### src/hw/pps_pkg.sv
// Constants shared by the power save control block
package pps_pkg;
  localparam int unsigned WORD_BITS       = 19;
  localparam int unsigned REF_BITS        = 14;
  localparam int unsigned SWAL_BITS       = 7;
  localparam int unsigned PROG_BITS       = 11;
  // Field positions in the shifted word, bit 0 is the first bit in (target select)
  localparam int unsigned POS_SELECT      = 0;
  localparam int unsigned POS_REF_LSB     = 1;
  localparam int unsigned POS_PRESCALE    = 15;
  localparam int unsigned POS_PHASE_POL   = 16;
  localparam int unsigned POS_MON_SEL     = 17;
  localparam int unsigned POS_PUMP_CUR    = 18;
  localparam int unsigned POS_SWAL_LSB    = 1;
  localparam int unsigned POS_PROG_LSB    = 8;
  // Reset values of the latched settings
  localparam logic [13:0] REF_RESET       = 14'h0003;
  localparam logic [6:0]  SWAL_RESET      = 7'h00;
  localparam logic [10:0] PROG_RESET      = 11'h003;
  // Timing
  localparam int unsigned CLK_PERIOD_NS   = 10;
  localparam int unsigned SAVE_LOW_MIN_NS  = 1000;
  localparam int unsigned SAVE_LOW_MIN_CYC = (SAVE_LOW_MIN_NS + CLK_PERIOD_NS - 1) / CLK_PERIOD_NS;
  localparam int unsigned SOFT_START_NS   = 2000;
  localparam int unsigned SOFT_START_CYC  = SOFT_START_NS / CLK_PERIOD_NS;
  localparam int unsigned TICK_W          = 9;
  typedef enum logic [1:0] {PPS_SAVE, PPS_SOFT, PPS_RUN} pps_mode_t;
endpackage

### src/hw/pps_sync.sv
// Two flip-flop synchroniser for one asynchronous level
`timescale 1ns/1ps
`default_nettype none
module pps_sync (
  input  wire logic clock,
  input  wire logic rst_n,
  input  wire logic async_in,
  output logic      sync_out
);
  logic meta_q;

  // First stage feeds only the second stage
  always_ff @(posedge clock or negedge rst_n) begin
    if (!rst_n) begin
      meta_q   <= 1'b0;
      sync_out <= 1'b0;
    end else begin
      meta_q   <= async_in;
      sync_out <= meta_q;
    end
  end
endmodule
`default_nettype wire

### src/hw/pps_ctrl.sv
// Power save control with serial load of divider settings
// How it works
// - A high power_save_n runs the synthesizer and a low one puts it in power saving.
// - In power saving the charge pump output enable is released so the pin floats.
// - In power saving lock_detect_out is forced high to report lock.
// - When power_save_n rises the block leaves power saving and runs normally.
// - After leaving power saving the pump drive is clamped for a soft start window.
// - One data bit is shifted in on each rising edge of the serial clock.
// - A rising load_enable latches the word to the reference or main divider by target_select_bit.
`timescale 1ns/1ps
`default_nettype none
module pps_ctrl (
  input  wire logic        clock,
  input  wire logic        rst_n,
  input  wire logic        power_save_n,
  input  wire logic        ser_data,
  input  wire logic        ser_clk,
  input  wire logic        load_enable,
  input  wire logic        pd_up,
  input  wire logic        pd_down,
  input  wire logic        pll_locked,
  output logic             pump_out,
  output logic             pump_oe_n,
  output logic             pump_clamp,
  output logic             lock_detect_out,
  output logic             power_saving,
  output logic [13:0]      ref_div,
  output logic [6:0]       swal_div,
  output logic [10:0]      prog_div,
  output logic             prescale_sel,
  output logic             phase_pol,
  output logic             mon_sel,
  output logic             pump_cur
);
  // Synchronised pin levels
  logic                          save_n_s;
  logic                          data_s;
  logic                          sclk_s;
  logic                          load_s;
  // Previous levels for the edge detectors
  logic                          sclk_prev_q;
  logic                          load_prev_q;
  // Serial word and mode state
  logic [pps_pkg::WORD_BITS-1:0] shift_q;
  pps_pkg::pps_mode_t            mode_q;
  pps_pkg::pps_mode_t            mode_d;
  logic [pps_pkg::TICK_W-1:0]    tick_q;
  logic [pps_pkg::TICK_W-1:0]    tick_d;
  // Named decode wires
  wire                           sclk_rise;
  wire                           load_rise;
  wire                           to_ref;
  wire                           to_main;
  wire                           soft_done;
  wire                           save_d;
  wire                           clamp_d;
  wire                           err_d;
  wire                           level_d;

  // Power save pin
  pps_sync u_save (
    .clock    (clock),
    .rst_n    (rst_n),
    .async_in (power_save_n),
    .sync_out (save_n_s)
  );

  // Serial data pin, same depth as the serial clock so each bit lines up with its edge
  pps_sync u_data (
    .clock    (clock),
    .rst_n    (rst_n),
    .async_in (ser_data),
    .sync_out (data_s)
  );

  // Serial clock pin
  pps_sync u_sclk (
    .clock    (clock),
    .rst_n    (rst_n),
    .async_in (ser_clk),
    .sync_out (sclk_s)
  );

  // Load pin
  pps_sync u_load (
    .clock    (clock),
    .rst_n    (rst_n),
    .async_in (load_enable),
    .sync_out (load_s)
  );

  // Edge detection; idle low pins match the reset value, so no false edge after reset
  assign sclk_rise = sclk_s & ~sclk_prev_q;
  assign load_rise = load_s & ~load_prev_q;

  assign to_ref    = load_rise & shift_q[pps_pkg::POS_SELECT];
  assign to_main   = load_rise & ~shift_q[pps_pkg::POS_SELECT];

  // Previous pin levels
  always_ff @(posedge clock or negedge rst_n) begin
    if (!rst_n) begin
      sclk_prev_q <= 1'b0;
      load_prev_q <= 1'b0;
    end else begin
      sclk_prev_q <= sclk_s;
      load_prev_q <= load_s;
    end
  end

  // shift on rise
  // Not gated by load_enable: keeping it low while shifting is the controller's duty
  always_ff @(posedge clock or negedge rst_n) begin
    if (!rst_n)
      shift_q <= '0;
    else if (sclk_rise)
      shift_q <= {data_s, shift_q[pps_pkg::WORD_BITS-1:1]};
  end

  // no power-save term here, so settings survive power saving
  always_ff @(posedge clock or negedge rst_n) begin
    if (!rst_n) begin
      ref_div      <= pps_pkg::REF_RESET;
      prescale_sel <= 1'b0;
      phase_pol    <= 1'b0;
      mon_sel      <= 1'b0;
      pump_cur     <= 1'b0;
    end else if (to_ref) begin
      ref_div      <= shift_q[pps_pkg::POS_REF_LSB +: pps_pkg::REF_BITS];
      prescale_sel <= shift_q[pps_pkg::POS_PRESCALE];
      phase_pol    <= shift_q[pps_pkg::POS_PHASE_POL];
      mon_sel      <= shift_q[pps_pkg::POS_MON_SEL];
      pump_cur     <= shift_q[pps_pkg::POS_PUMP_CUR];
    end
  end

  always_ff @(posedge clock or negedge rst_n) begin
    if (!rst_n) begin
      swal_div <= pps_pkg::SWAL_RESET;
      prog_div <= pps_pkg::PROG_RESET;
    end else if (to_main) begin
      swal_div <= shift_q[pps_pkg::POS_SWAL_LSB +: pps_pkg::SWAL_BITS];
      prog_div <= shift_q[pps_pkg::POS_PROG_LSB +: pps_pkg::PROG_BITS];
    end
  end

  // Last count of the soft start window
  assign soft_done = (tick_q == pps_pkg::TICK_W'(pps_pkg::SOFT_START_CYC - 1));

  // Mode sequencing: save, then a clamped soft start, then run
  always_comb begin
    mode_d = mode_q;
    tick_d = tick_q;
    case (mode_q)
      pps_pkg::PPS_SAVE: begin
        if (save_n_s) begin
          mode_d = pps_pkg::PPS_SOFT;
          tick_d = '0;
        end
      end
      pps_pkg::PPS_SOFT: begin
        if (!save_n_s)
          mode_d = pps_pkg::PPS_SAVE;
        else if (soft_done)
          mode_d = pps_pkg::PPS_RUN;
        else
          tick_d = tick_q + 1'b1;
      end
      pps_pkg::PPS_RUN: begin
        if (!save_n_s)
          mode_d = pps_pkg::PPS_SAVE;
      end
      default: mode_d = pps_pkg::PPS_SAVE;
    endcase
  end

  // Reset lands in power saving, matching the power-on low level the controller must give
  always_ff @(posedge clock or negedge rst_n) begin
    if (!rst_n) begin
      mode_q <= pps_pkg::PPS_SAVE;
      tick_q <= '0;
    end else begin
      mode_q <= mode_d;
      tick_q <= tick_d;
    end
  end

  // Decode from the next state so the outputs switch on the same edge as the mode
  assign save_d  = (mode_d == pps_pkg::PPS_SAVE);
  assign clamp_d = (mode_d == pps_pkg::PPS_SOFT);
  // Pump drives only on a single-sided error; the current limit itself sits in the pump stage
  assign err_d   = pd_up ^ pd_down;
  assign level_d = phase_pol ? pd_up : pd_down;

  // Power saving flag
  always_ff @(posedge clock or negedge rst_n) begin
    if (!rst_n) begin
      power_saving <= 1'b1;
    end else begin
      power_saving <= save_d;
    end
  end

  always_ff @(posedge clock or negedge rst_n) begin
    if (!rst_n) begin
      pump_oe_n <= 1'b1;
    end else begin
      pump_oe_n <= save_d | ~err_d;
    end
  end

  // Pump level, harmless while the enable is released
  always_ff @(posedge clock or negedge rst_n) begin
    if (!rst_n) begin
      pump_out <= 1'b0;
    end else begin
      pump_out <= level_d;
    end
  end

  always_ff @(posedge clock or negedge rst_n) begin
    if (!rst_n) begin
      pump_clamp <= 1'b0;
    end else begin
      pump_clamp <= clamp_d;
    end
  end

  always_ff @(posedge clock or negedge rst_n) begin
    if (!rst_n) begin
      lock_detect_out <= 1'b1;
    end else begin
      lock_detect_out <= save_d | pll_locked;
    end
  end
endmodule
`default_nettype wire

### config.mk
export PLATFORM = sky130hd
export DESIGN_NAME = pps_ctrl
export DESIGN_NICKNAME = d
export VERILOG_FILES = /design/src/hw/pps_pkg.sv /design/src/hw/pps_sync.sv /design/src/hw/pps_ctrl.sv
export SDC_FILE = /design/constraint.sdc
export NUM_CORES = 1
export LEC_CHECK = 0
export ABC_AREA = 1
export BUFFER_PORTS_ARGS = -buffer_cell sky130_fd_sc_hd__buf_2
export CAP_MARGIN = 20
export CORE_MARGIN = 1
export CORE_UTILIZATION = 50
export CTS_CLUSTER_SIZE = 8
export DETAILED_ROUTE_END_ITERATION = 10
export PLACE_DENSITY = 0.75
export SYNTH_ARGS = -nofsm -noshare
export SYNTH_HDL_FRONTEND = slang
export SYNTH_SLANG_ARGS = --single-unit
### constraint.sdc
create_clock -name clock -period 1.4 [get_ports clock]
set_input_delay 0.21 -clock clock [delete_from_list [all_inputs] [get_ports clock]]
set_output_delay 0.21 -clock clock [all_outputs]
set_load 0.01 [all_outputs]
Word-level counts from Yosys, hierarchy flattened:

Cells that the tools add are included.

* bits in registers: 81
* bits in latches: 0
* RAM bits: 0
* memory bits (read-only): 0
* input bits: 9
* output and inout port bits: 41
* memories kept: 0

* add/subtract/negate cells: 1
* $mul: 0
* div/mod/pow operators: 0
* order comparisons: 0
* eq/ne operators: 7
* shift operators: 0
* multiplexer cells: 10
* bitwise logic cells: 11
* reduce and logical (&&, ||, !) cells: 4

Operators by type and width (count)
* $mux W9: 3
* $pmux W9 S2: 1
* $add A9 B1 Y9 const B: 1
* $eq A9 B8 Y1 const B: 1
* $mux W2: 4
* $pmux W2 S3: 1
* $and A1 B1 Y1: 4
* $eq A2 B1 Y1 const B: 2
* $logic_not A2 Y1: 2
* $ne A2 B1 Y1 const B: 2
* $not A1 Y1: 4
* $reduce_and A4 Y1: 1
* $eq A2 B2 Y1 const B: 1
* $ne A2 B2 Y1 const B: 1
* $or A1 B1 Y1: 2
* $reduce_bool A2 Y1: 1
* $mux W1: 1
* $xor A1 B1 Y1: 1

Longest topological paths before layout:

Gate-level depths: netlist of the first run.

* depth in word-level cells: 6
* depth in mapped cells: 8

Cells and area by module:

Synthesis of the first run repeated with hierarchy kept, for this count alone.

* cells, all modules: 313
* area total of the unflattened synthesis: 3070.4 um^2

By module, submodules not included
* pps_ctrl: times used 1, cells an instance 305, area an instance 2870.3 um^2, sequential area each 1835.5 um^2
* pps_sync: times used 4, cells an instance 2, area an instance 50.0 um^2, sequential area each 50.0 um^2

Least setup slack after synthesis of the first run:

OpenSTA, ideal clock, no wires.

* path kind: reg2reg
* start point: reg tick_q[0] in the netlist's numbering
* end point: reg tick_q[0] in the netlist's numbering
* data arrival time: 1.197 ns
* data required time: 1.274 ns
* setup slack: 0.077 ns
* cell stages (with the launch flop): 8
* cells stage by stage: dfrtp_1 -> ha_1 -> nand2_1 -> inv_1 -> nand2_2 -> o21ai_4 -> buf_6 -> o21ai_0

* cells in the longest elaborated chain, start to end: 4
* elaborated cells between the ends (all ways): 7

RTL lines
* start, declared: line pps_ctrl.sv:47 `logic [pps_pkg::TICK_W-1:0] tick_q;`
* start signal, assigned: line pps_ctrl.sv:183 `tick_q <= tick_d;`
* $add A9 B1 Y9: line pps_ctrl.sv:166 `tick_d = tick_q + 1'b1;`
* $mux W9: line pps_ctrl.sv:163 `else if (soft_done)`
* $mux W9: line pps_ctrl.sv:161 `if (!save_n_s)`
* $pmux W9 S2: line pps_ctrl.sv:153 `case (mode_q)`

Several ways; a longest one is shown, not always the timed one. The select of a mux whose other input is x is not followed.
A chain may end at the register's enable or synchronous reset.

Worst setup path after layout of the first run:

* start point: reg tick_q[1] in the netlist's numbering
* end point: reg tick_q[7] in the netlist's numbering

Same word-level chain as after synthesis.

==> results.json, run 1 <==
{
  "yosys.area.top_type": "dfrtp_1",
  "worstPathRequired_ps": 1620,
  "tightest_slew_ps": 318,
  "syn_avg_cell_area_um2": 9.83,
  "clk_latency_ps": 350,
  "portBuffers": 49,
  "area_delta_synth_final_pct": 23.7,
  "finalCriticalPeriod_ps": 1300,
  "endpoint_kind": "register",
  "rows": 28,
  "dp_hpwl_um": 3770,
  "relSlewSlack_pct": 78.8,
  "synth.distinct_cells": 21,
  "fin_util_pct": 64.3,
  "syn_nets": 323,
  "crit_family": "flip-flops",
  "hold_slack_ps": 60.6,
  "finalMaxSlewViolations": 0,
  "peakVddDrop_mv": 0.706,
  "hold_class": "in -> reg",
  "die_area_um2": 6470,
  "crit_chain": "ha_2, nand2_2, inv_2, nand2_4, o21ai_4, buf_6, o21ai_0",
  "cts_max_path_buffers": 2,
  "die_height_um": 80.4,
  "start_util_pct": 51.9,
  "grt_pass1_vias": 1996,
  "cellLeakagePower_nw": 1.89,
  "synthTopCellsByCount": "nand2_1 (85), dfrtp_1 (74), o21ai_0 (61)",
  "final_layout_size_suffix_gt1_share_pct": 24.7,
  "worstPathBufferInverterCount": 2,
  "grt_pass1_wl_um": 9460,
  "synth_ff_type": "dfrtp_1",
  "path_clk_slew_ps": 80,
  "cts_tree": "done",
  "max-cap-violations": 0,
  "wire_per_inst_um": 12.7,
  "global_route.overflow_total": 0,
  "worst-r2r-setup-slack_ps": 100,
  "outcome": "complete, no violations",
  "synth_edf_count": 0,
  "numCtsBuffers": 9,
  "final_nets": 390,
  "grt_max_degree": 45,
  "synthArstFlopShare_pct": 100,
  "ios": 50,
  "syn_area_um2": 3080,
  "hold_viol_final": 0,
  "place_congestion": 0.794,
  "crit_slowest_cell": "dfrtp_1",
  "finalCritPeriodShare_pct": 92.9,
  "fin_skew_ps": 8.97,
  "cp_data_arrival_time_ps": 1520,
  "critPathKind": "reg -> reg",
  "via_count": 2254,
  "ys_seq_area_share_pct": 66.2,
  "ys_ff_latch": 81,
  "ant_nets": 0,
  "cts_htree_levels": 3,
  "wl_um": 5860,
  "power_density_nw_per_um2": 1410,
  "finalSetupViolations": 0,
  "drtIter0Drc": 201,
  "die_w_um": 80.4,
  "yosys.area.top_type_share_pct": 60.2,
  "critPathMaxStageDelay_ps": 380,
  "post-route-drc-count": 0,
  "track_usage_pct": 20.1,
  "root_buffer": "clkbuf_8",
  "diodes": 0,
  "cp-start-kind": "register",
  "via_per_inst": 4.90,
  "yosysWarnings": 0,
  "core-area_um2": 5920,
  "synth_most_common_cell": "nand2_1",
  "numClockSinks": 81,
  "path_max_fanout": 6,
  "synthTopCellsByArea": "dfrtp_1 (60%), nand2_1 (10%), o21ai_0 (9.9%)",
  "synth_cells": 313,
  "first_pass_iters": 5,
  "timing.fmax_ghz": 0.769,
  "antenna_found_initial": 0
}
==> area by class of cell <==
class / instances / area (um^2)
Clock buffer: 10 / 138
Sequential cell: 81 / 2040
Fill cell: 478 / 2120
Clock inverter: 6 / 113
Tap cell: 75 / 93.8
Inverter: 34 / 128
Multi-Input combinational cell: 186 / 866
Timing Repair Buffer: 68 / 432
==> sequential cells by signal (all words and copies together), names as in the netlist, 2 cells and up <==
register and count:
shift_q 19, ref_div 14, prog_div 11, tick_q 9, swal_div 7, mode_q 2
==> path summary, 6_finish.rpt <==
path | startpoint | end | depth (start not counted)
min in group asynchronous | rst_n | swal_div[0] | 2
worst max-delay path | tick_q[1] | tick_q[7] | 7
worst min-delay path | pll_locked | lock_detect_out | 2
worst min register to register | u_save.meta_q | u_save.sync_out | 0
max in group asynchronous | rst_n | prog_div[0] | 3
worst max register to register | tick_q[1] | tick_q[7] | 7
==> per-layer routing <==
metal,track usage (%),routed length [um]
met1,27.2,2800
met2,30.7,2740
met4,9.64,89
met3,4.66,228
met5,0,0
==> repair_timing <==
action | in CTS | in global routing
setup buffers | 0 | 3
hold endpoints to repair | 23 | 0
hold buffers | 5 | 0
setup endpoints to repair | 0 | 10
resized for setup | 0 | 9
==> cell usage in the layout, fill, tap and decap left out, drive strengths merged <==
master	instances
nor2	16
buf	63
ha	1
nand3	12
a21oi	2
nand2	86
mux2	1
clkinv	2
o21bai	1
clkbuf	10
dfstp	7
or2	1
xor2	3
nand3b	1
o21ai	62
inv	35
dlygate4sd3	5
dfrtp	74
bufinv	3
==> power breakdown <==
group | leakage (nW) | internal, mW | switching [mW]
Clock | 0.127 | 1.24 | 0.848
Combinational | 0.707 | 0.223 | 0.348
Sequential | 1.05 | 2.57 | 0.116
Total | 1.89 | 4.04 | 1.31
==> through the flow <==
| step | power (mW) | instance area [um^2] | setup WS, ps | instances | TNS, ps |
|---|---|---|---|---|---|
| floorplan | 3.02 | 3080 | 76.7 | 313 | 0 |
| global placement | 3.26 | 3460 | 74.6 | 435 | 0 |
| detailed placement | 3.28 | 3460 | 20.4 | 435 | 0 |
| CTS | 5.39 | 3760 | 4.00 | 456 | 0 |
| global route | 5.61 | 3800 | -6.52 | 460 | -6.52 |
| finish | 5.35 | 3800 | 99.6 | 460 | 0 |
==> cell families after synthesis <==
group                      count (synthesis)  synth area share [%]
AOI/OAI and AO/OA                         65                  11.0
xor gates and xnor gates                   3                 0.855
muxes                                      1                 0.366
buffers and inverters                     46                  6.14
and+or+nand+nor                          116                  15.0
DFF                                       81                  66.2
adders and majority gates                  1                 0.407
==> worst register-to-register path: stages (launching register included) <==
cell     delay [ps]
dfrtp_1         380
ha_2            210
nand2_2          60
inv_2            80
nand2_4          50
o21ai_4         170
buf_6           150
o21ai_0          90
Note: power is estimated with default switching activity, not from simulation.
==> inputs of run 2 (changes only) <==
--- a/config.mk
+++ b/config.mk
@@ -10,9 +10,10 @@
 export CAP_MARGIN = 20
 export CORE_MARGIN = 1
 export CORE_UTILIZATION = 50
+export CTS_BUF_LIST = sky130_fd_sc_hd__clkbuf_2
 export CTS_CLUSTER_SIZE = 8
 export DETAILED_ROUTE_END_ITERATION = 10
-export PLACE_DENSITY = 0.75
+export PLACE_DENSITY = 0.72
 export SYNTH_ARGS = -nofsm -noshare
 export SYNTH_HDL_FRONTEND = slang
 export SYNTH_SLANG_ARGS = --single-unit
==> constraint.sdc (replaced) <==
create_clock -name clock -period 1.34 [get_ports clock]
set_input_delay 0.201 -clock clock [delete_from_list [all_inputs] [get_ports clock]]
set_output_delay 0.201 -clock clock [all_outputs]
set_load 0.01 [all_outputs]
==> results.json, run 2 (same netlist as run 1, synthesis figures left out) <==
{
  "outcome": "finished with violations",
  "violations": "setup timing",
  "track_usage_pct": 20.3,
  "cts_htree_levels": 3,
  "dp.cells": 433,
  "via_count": 2318,
  "dp_hpwl_um": 3470,
  "net-switching-power_mw": 1.32,
  "via_per_inst": 4.89,
  "peakVddDrop_mv": 0.643,
  "global_route.overflow_total": 0,
  "cp_data_arrival_time_ps": 1900,
  "hold_viol_final": 0,
  "final_layout_size_suffix_gt1_share_pct": 30.6,
  "p_seq_share_pct": 61.2,
  "cts_max_path_buffers": 2,
  "relSlewSlack_pct": 72.7,
  "wl_um": 6040,
  "p_int_mw": 3.27,
  "layout_common_cells": "nand2_1 (76), dfrtp_1 (73), o21ai_0 (54), buf_2 (40), inv_1 (32)",
  "power_mw": 4.59,
  "cts_tree": "done",
  "finalMaxSlewViolations": 0,
  "finalCritPeriodShare_pct": 108,
  "first_pass_iters": 4,
  "crit_start": "tick_q[4]",
  "root_buffer": "clkbuf_2",
  "finalWorstSetupSlack_ps": -110,
  "grt_pass1_wl_um": 9770,
  "worstPathRequired_ps": 1790,
  "ant_nets": 0,
  "antenna_found_initial": 0,
  "endpoint_kind": "register",
  "diodes": 0,
  "path_max_fanout": 5,
  "grt_pass1_vias": 2187,
  "die_height_um": 80.4,
  "ios": 50,
  "path_clk_slew_ps": 210,
  "power_frac_comb_pct": 15.3,
  "post-route-drc-count": 0,
  "r2r-start": "tick_q[4]",
  "die_w_um": 80.4,
  "fin_cells": 474,
  "final_common_cell": "nand2_1",
  "clk_latency_ps": 500,
  "clkPwrFrac_pct": 23.5,
  "die_area_um2": 6470,
  "wire_per_inst_um": 12.7,
  "top_register": "shift_q",
  "hold_class": "in -> async",
  "finalSetupViolations": 15,
  "finalCriticalPeriod_ps": 1450,
  "power_density_nw_per_um2": 1180,
  "rsz0062_at_grt": "true",
  "start_util_pct": 51.9,
  "numClockSinks": 81,
  "area_delta_synth_final_pct": 27.1,
  "numCtsBuffers": 9,
  "swShare_pct": 28.8,
  "rows": 28,
  "fin_skew_ps": 22.9,
  "portBuffers": 49,
  "tightest_slew_ps": 410,
  "drtIter0Drc": 159,
  "cp-start-kind": "register",
  "reg_top3": "shift_q: 19 flops, ref_div: 14 flops, prog_div: 11 flops",
  "largest_reg_flops": 19,
  "timing.fmax_ghz": 0.690,
  "max-cap-violations": 0,
  "final_nets": 404,
  "core-area_um2": 5920,
  "place_congestion": 0.792,
  "cellLeakagePower_nw": 1.95,
  "critPathKind": "reg -> reg",
  "grt_max_degree": 82
}
==> run 2: changes by cell type in the layout (fill, tap and decap cells not counted), sizes merged <==
cell,before,now
clkbuf,10,13
buf,63,72
clkinvlp,0,1
dlygate4sd3,5,9
bufinv,3,0
==> run 2: per-layer routing <==
layer / global-route usage [%] / up-vias / share of wire, %
met5: 0 / - / 0
met4: 8.39 / 0 / 1.6
met3: 5.00 / 8 / 3.9
met2: 31.4 / 57 / 47
met1: 27.3 / 1102 / 47
li1: - / 1151 / -
==> run 2: final timing paths <==
check	to	slack (ps)	cells past startpoint
setup / recovery	tick_q[7]	-110	7
max in group asynchronous	ref_div[0]	730	3
min in group clock	u_save.meta_q	330	2
hold / removal	sclk_prev_q	220	3
hold reg to reg	u_sclk.sync_out	350	0
setup reg to reg	tick_q[7]	-110	7
==> run 2: worst max-delay path, cell delays in order (launching register included) <==
cell and delay (ps):
dfrtp_1 480, nor2_1 270, nand2_4 100, o21ai_4 170, buf_6 160, clkbuf_16 150
nand2_4 40, o21ai_2 40
==> run 2: power by group through the flow <==
stage	sequential, mW	clock, mW	combinational (mW)
6_report	2.81	1.08	0.705
5_1_grt	2.84	1.22	0.804
4_1_cts	2.81	1.11	0.671
3_5_place_dp	2.85	0	0.590
3_3_place_gp	2.84	0	0.568
2_1_floorplan	2.89	0	0.260
==> run 2: cell type report <==
| class | instances | area [um^2] |
|---|---|---|
| clock buffers | 12 | 60.1 |
| clock inverters | 4 | 28.8 |
| fillers | 477 | 2010 |
| inverters | 34 | 130 |
| multi-input cells | 186 | 928 |
| flip-flops and latches | 81 | 2040 |
| well taps | 75 | 93.8 |
| repair buffers | 82 | 631 |
==> run 2: timing repair <==
action / 4_1_cts / 5_1_grt
cloned: 1 / 1
setup buffers: 6 / 11
hold buffers: 9 / 0
endpoints found under the hold margin: 85 / 0
setup endpoints to repair: 15 / 35
resized for setup: 20 / 25
pin swaps: 2 / 6
==> run 2: metrics by stage <==
stage / util, % / TNS (ps) / hold slack (ps) / area (um^2) / setup slack [ps]
2_1_floorplan: - / 0 / -94.6 / 3080 / 16.7
3_3_place_gp: 58.3 / 0 / 260 / 3450 / 79.3
3_5_place_dp: 58.3 / -0.811 / 257 / 3450 / -0.811
4_1_cts: 63.8 / -721 / 212 / 3770 / -76.5
5_1_grt: 66.0 / -1980 / 208 / 3910 / -157
6_report: 66.0 / -847 / 221 / 3910 / -110
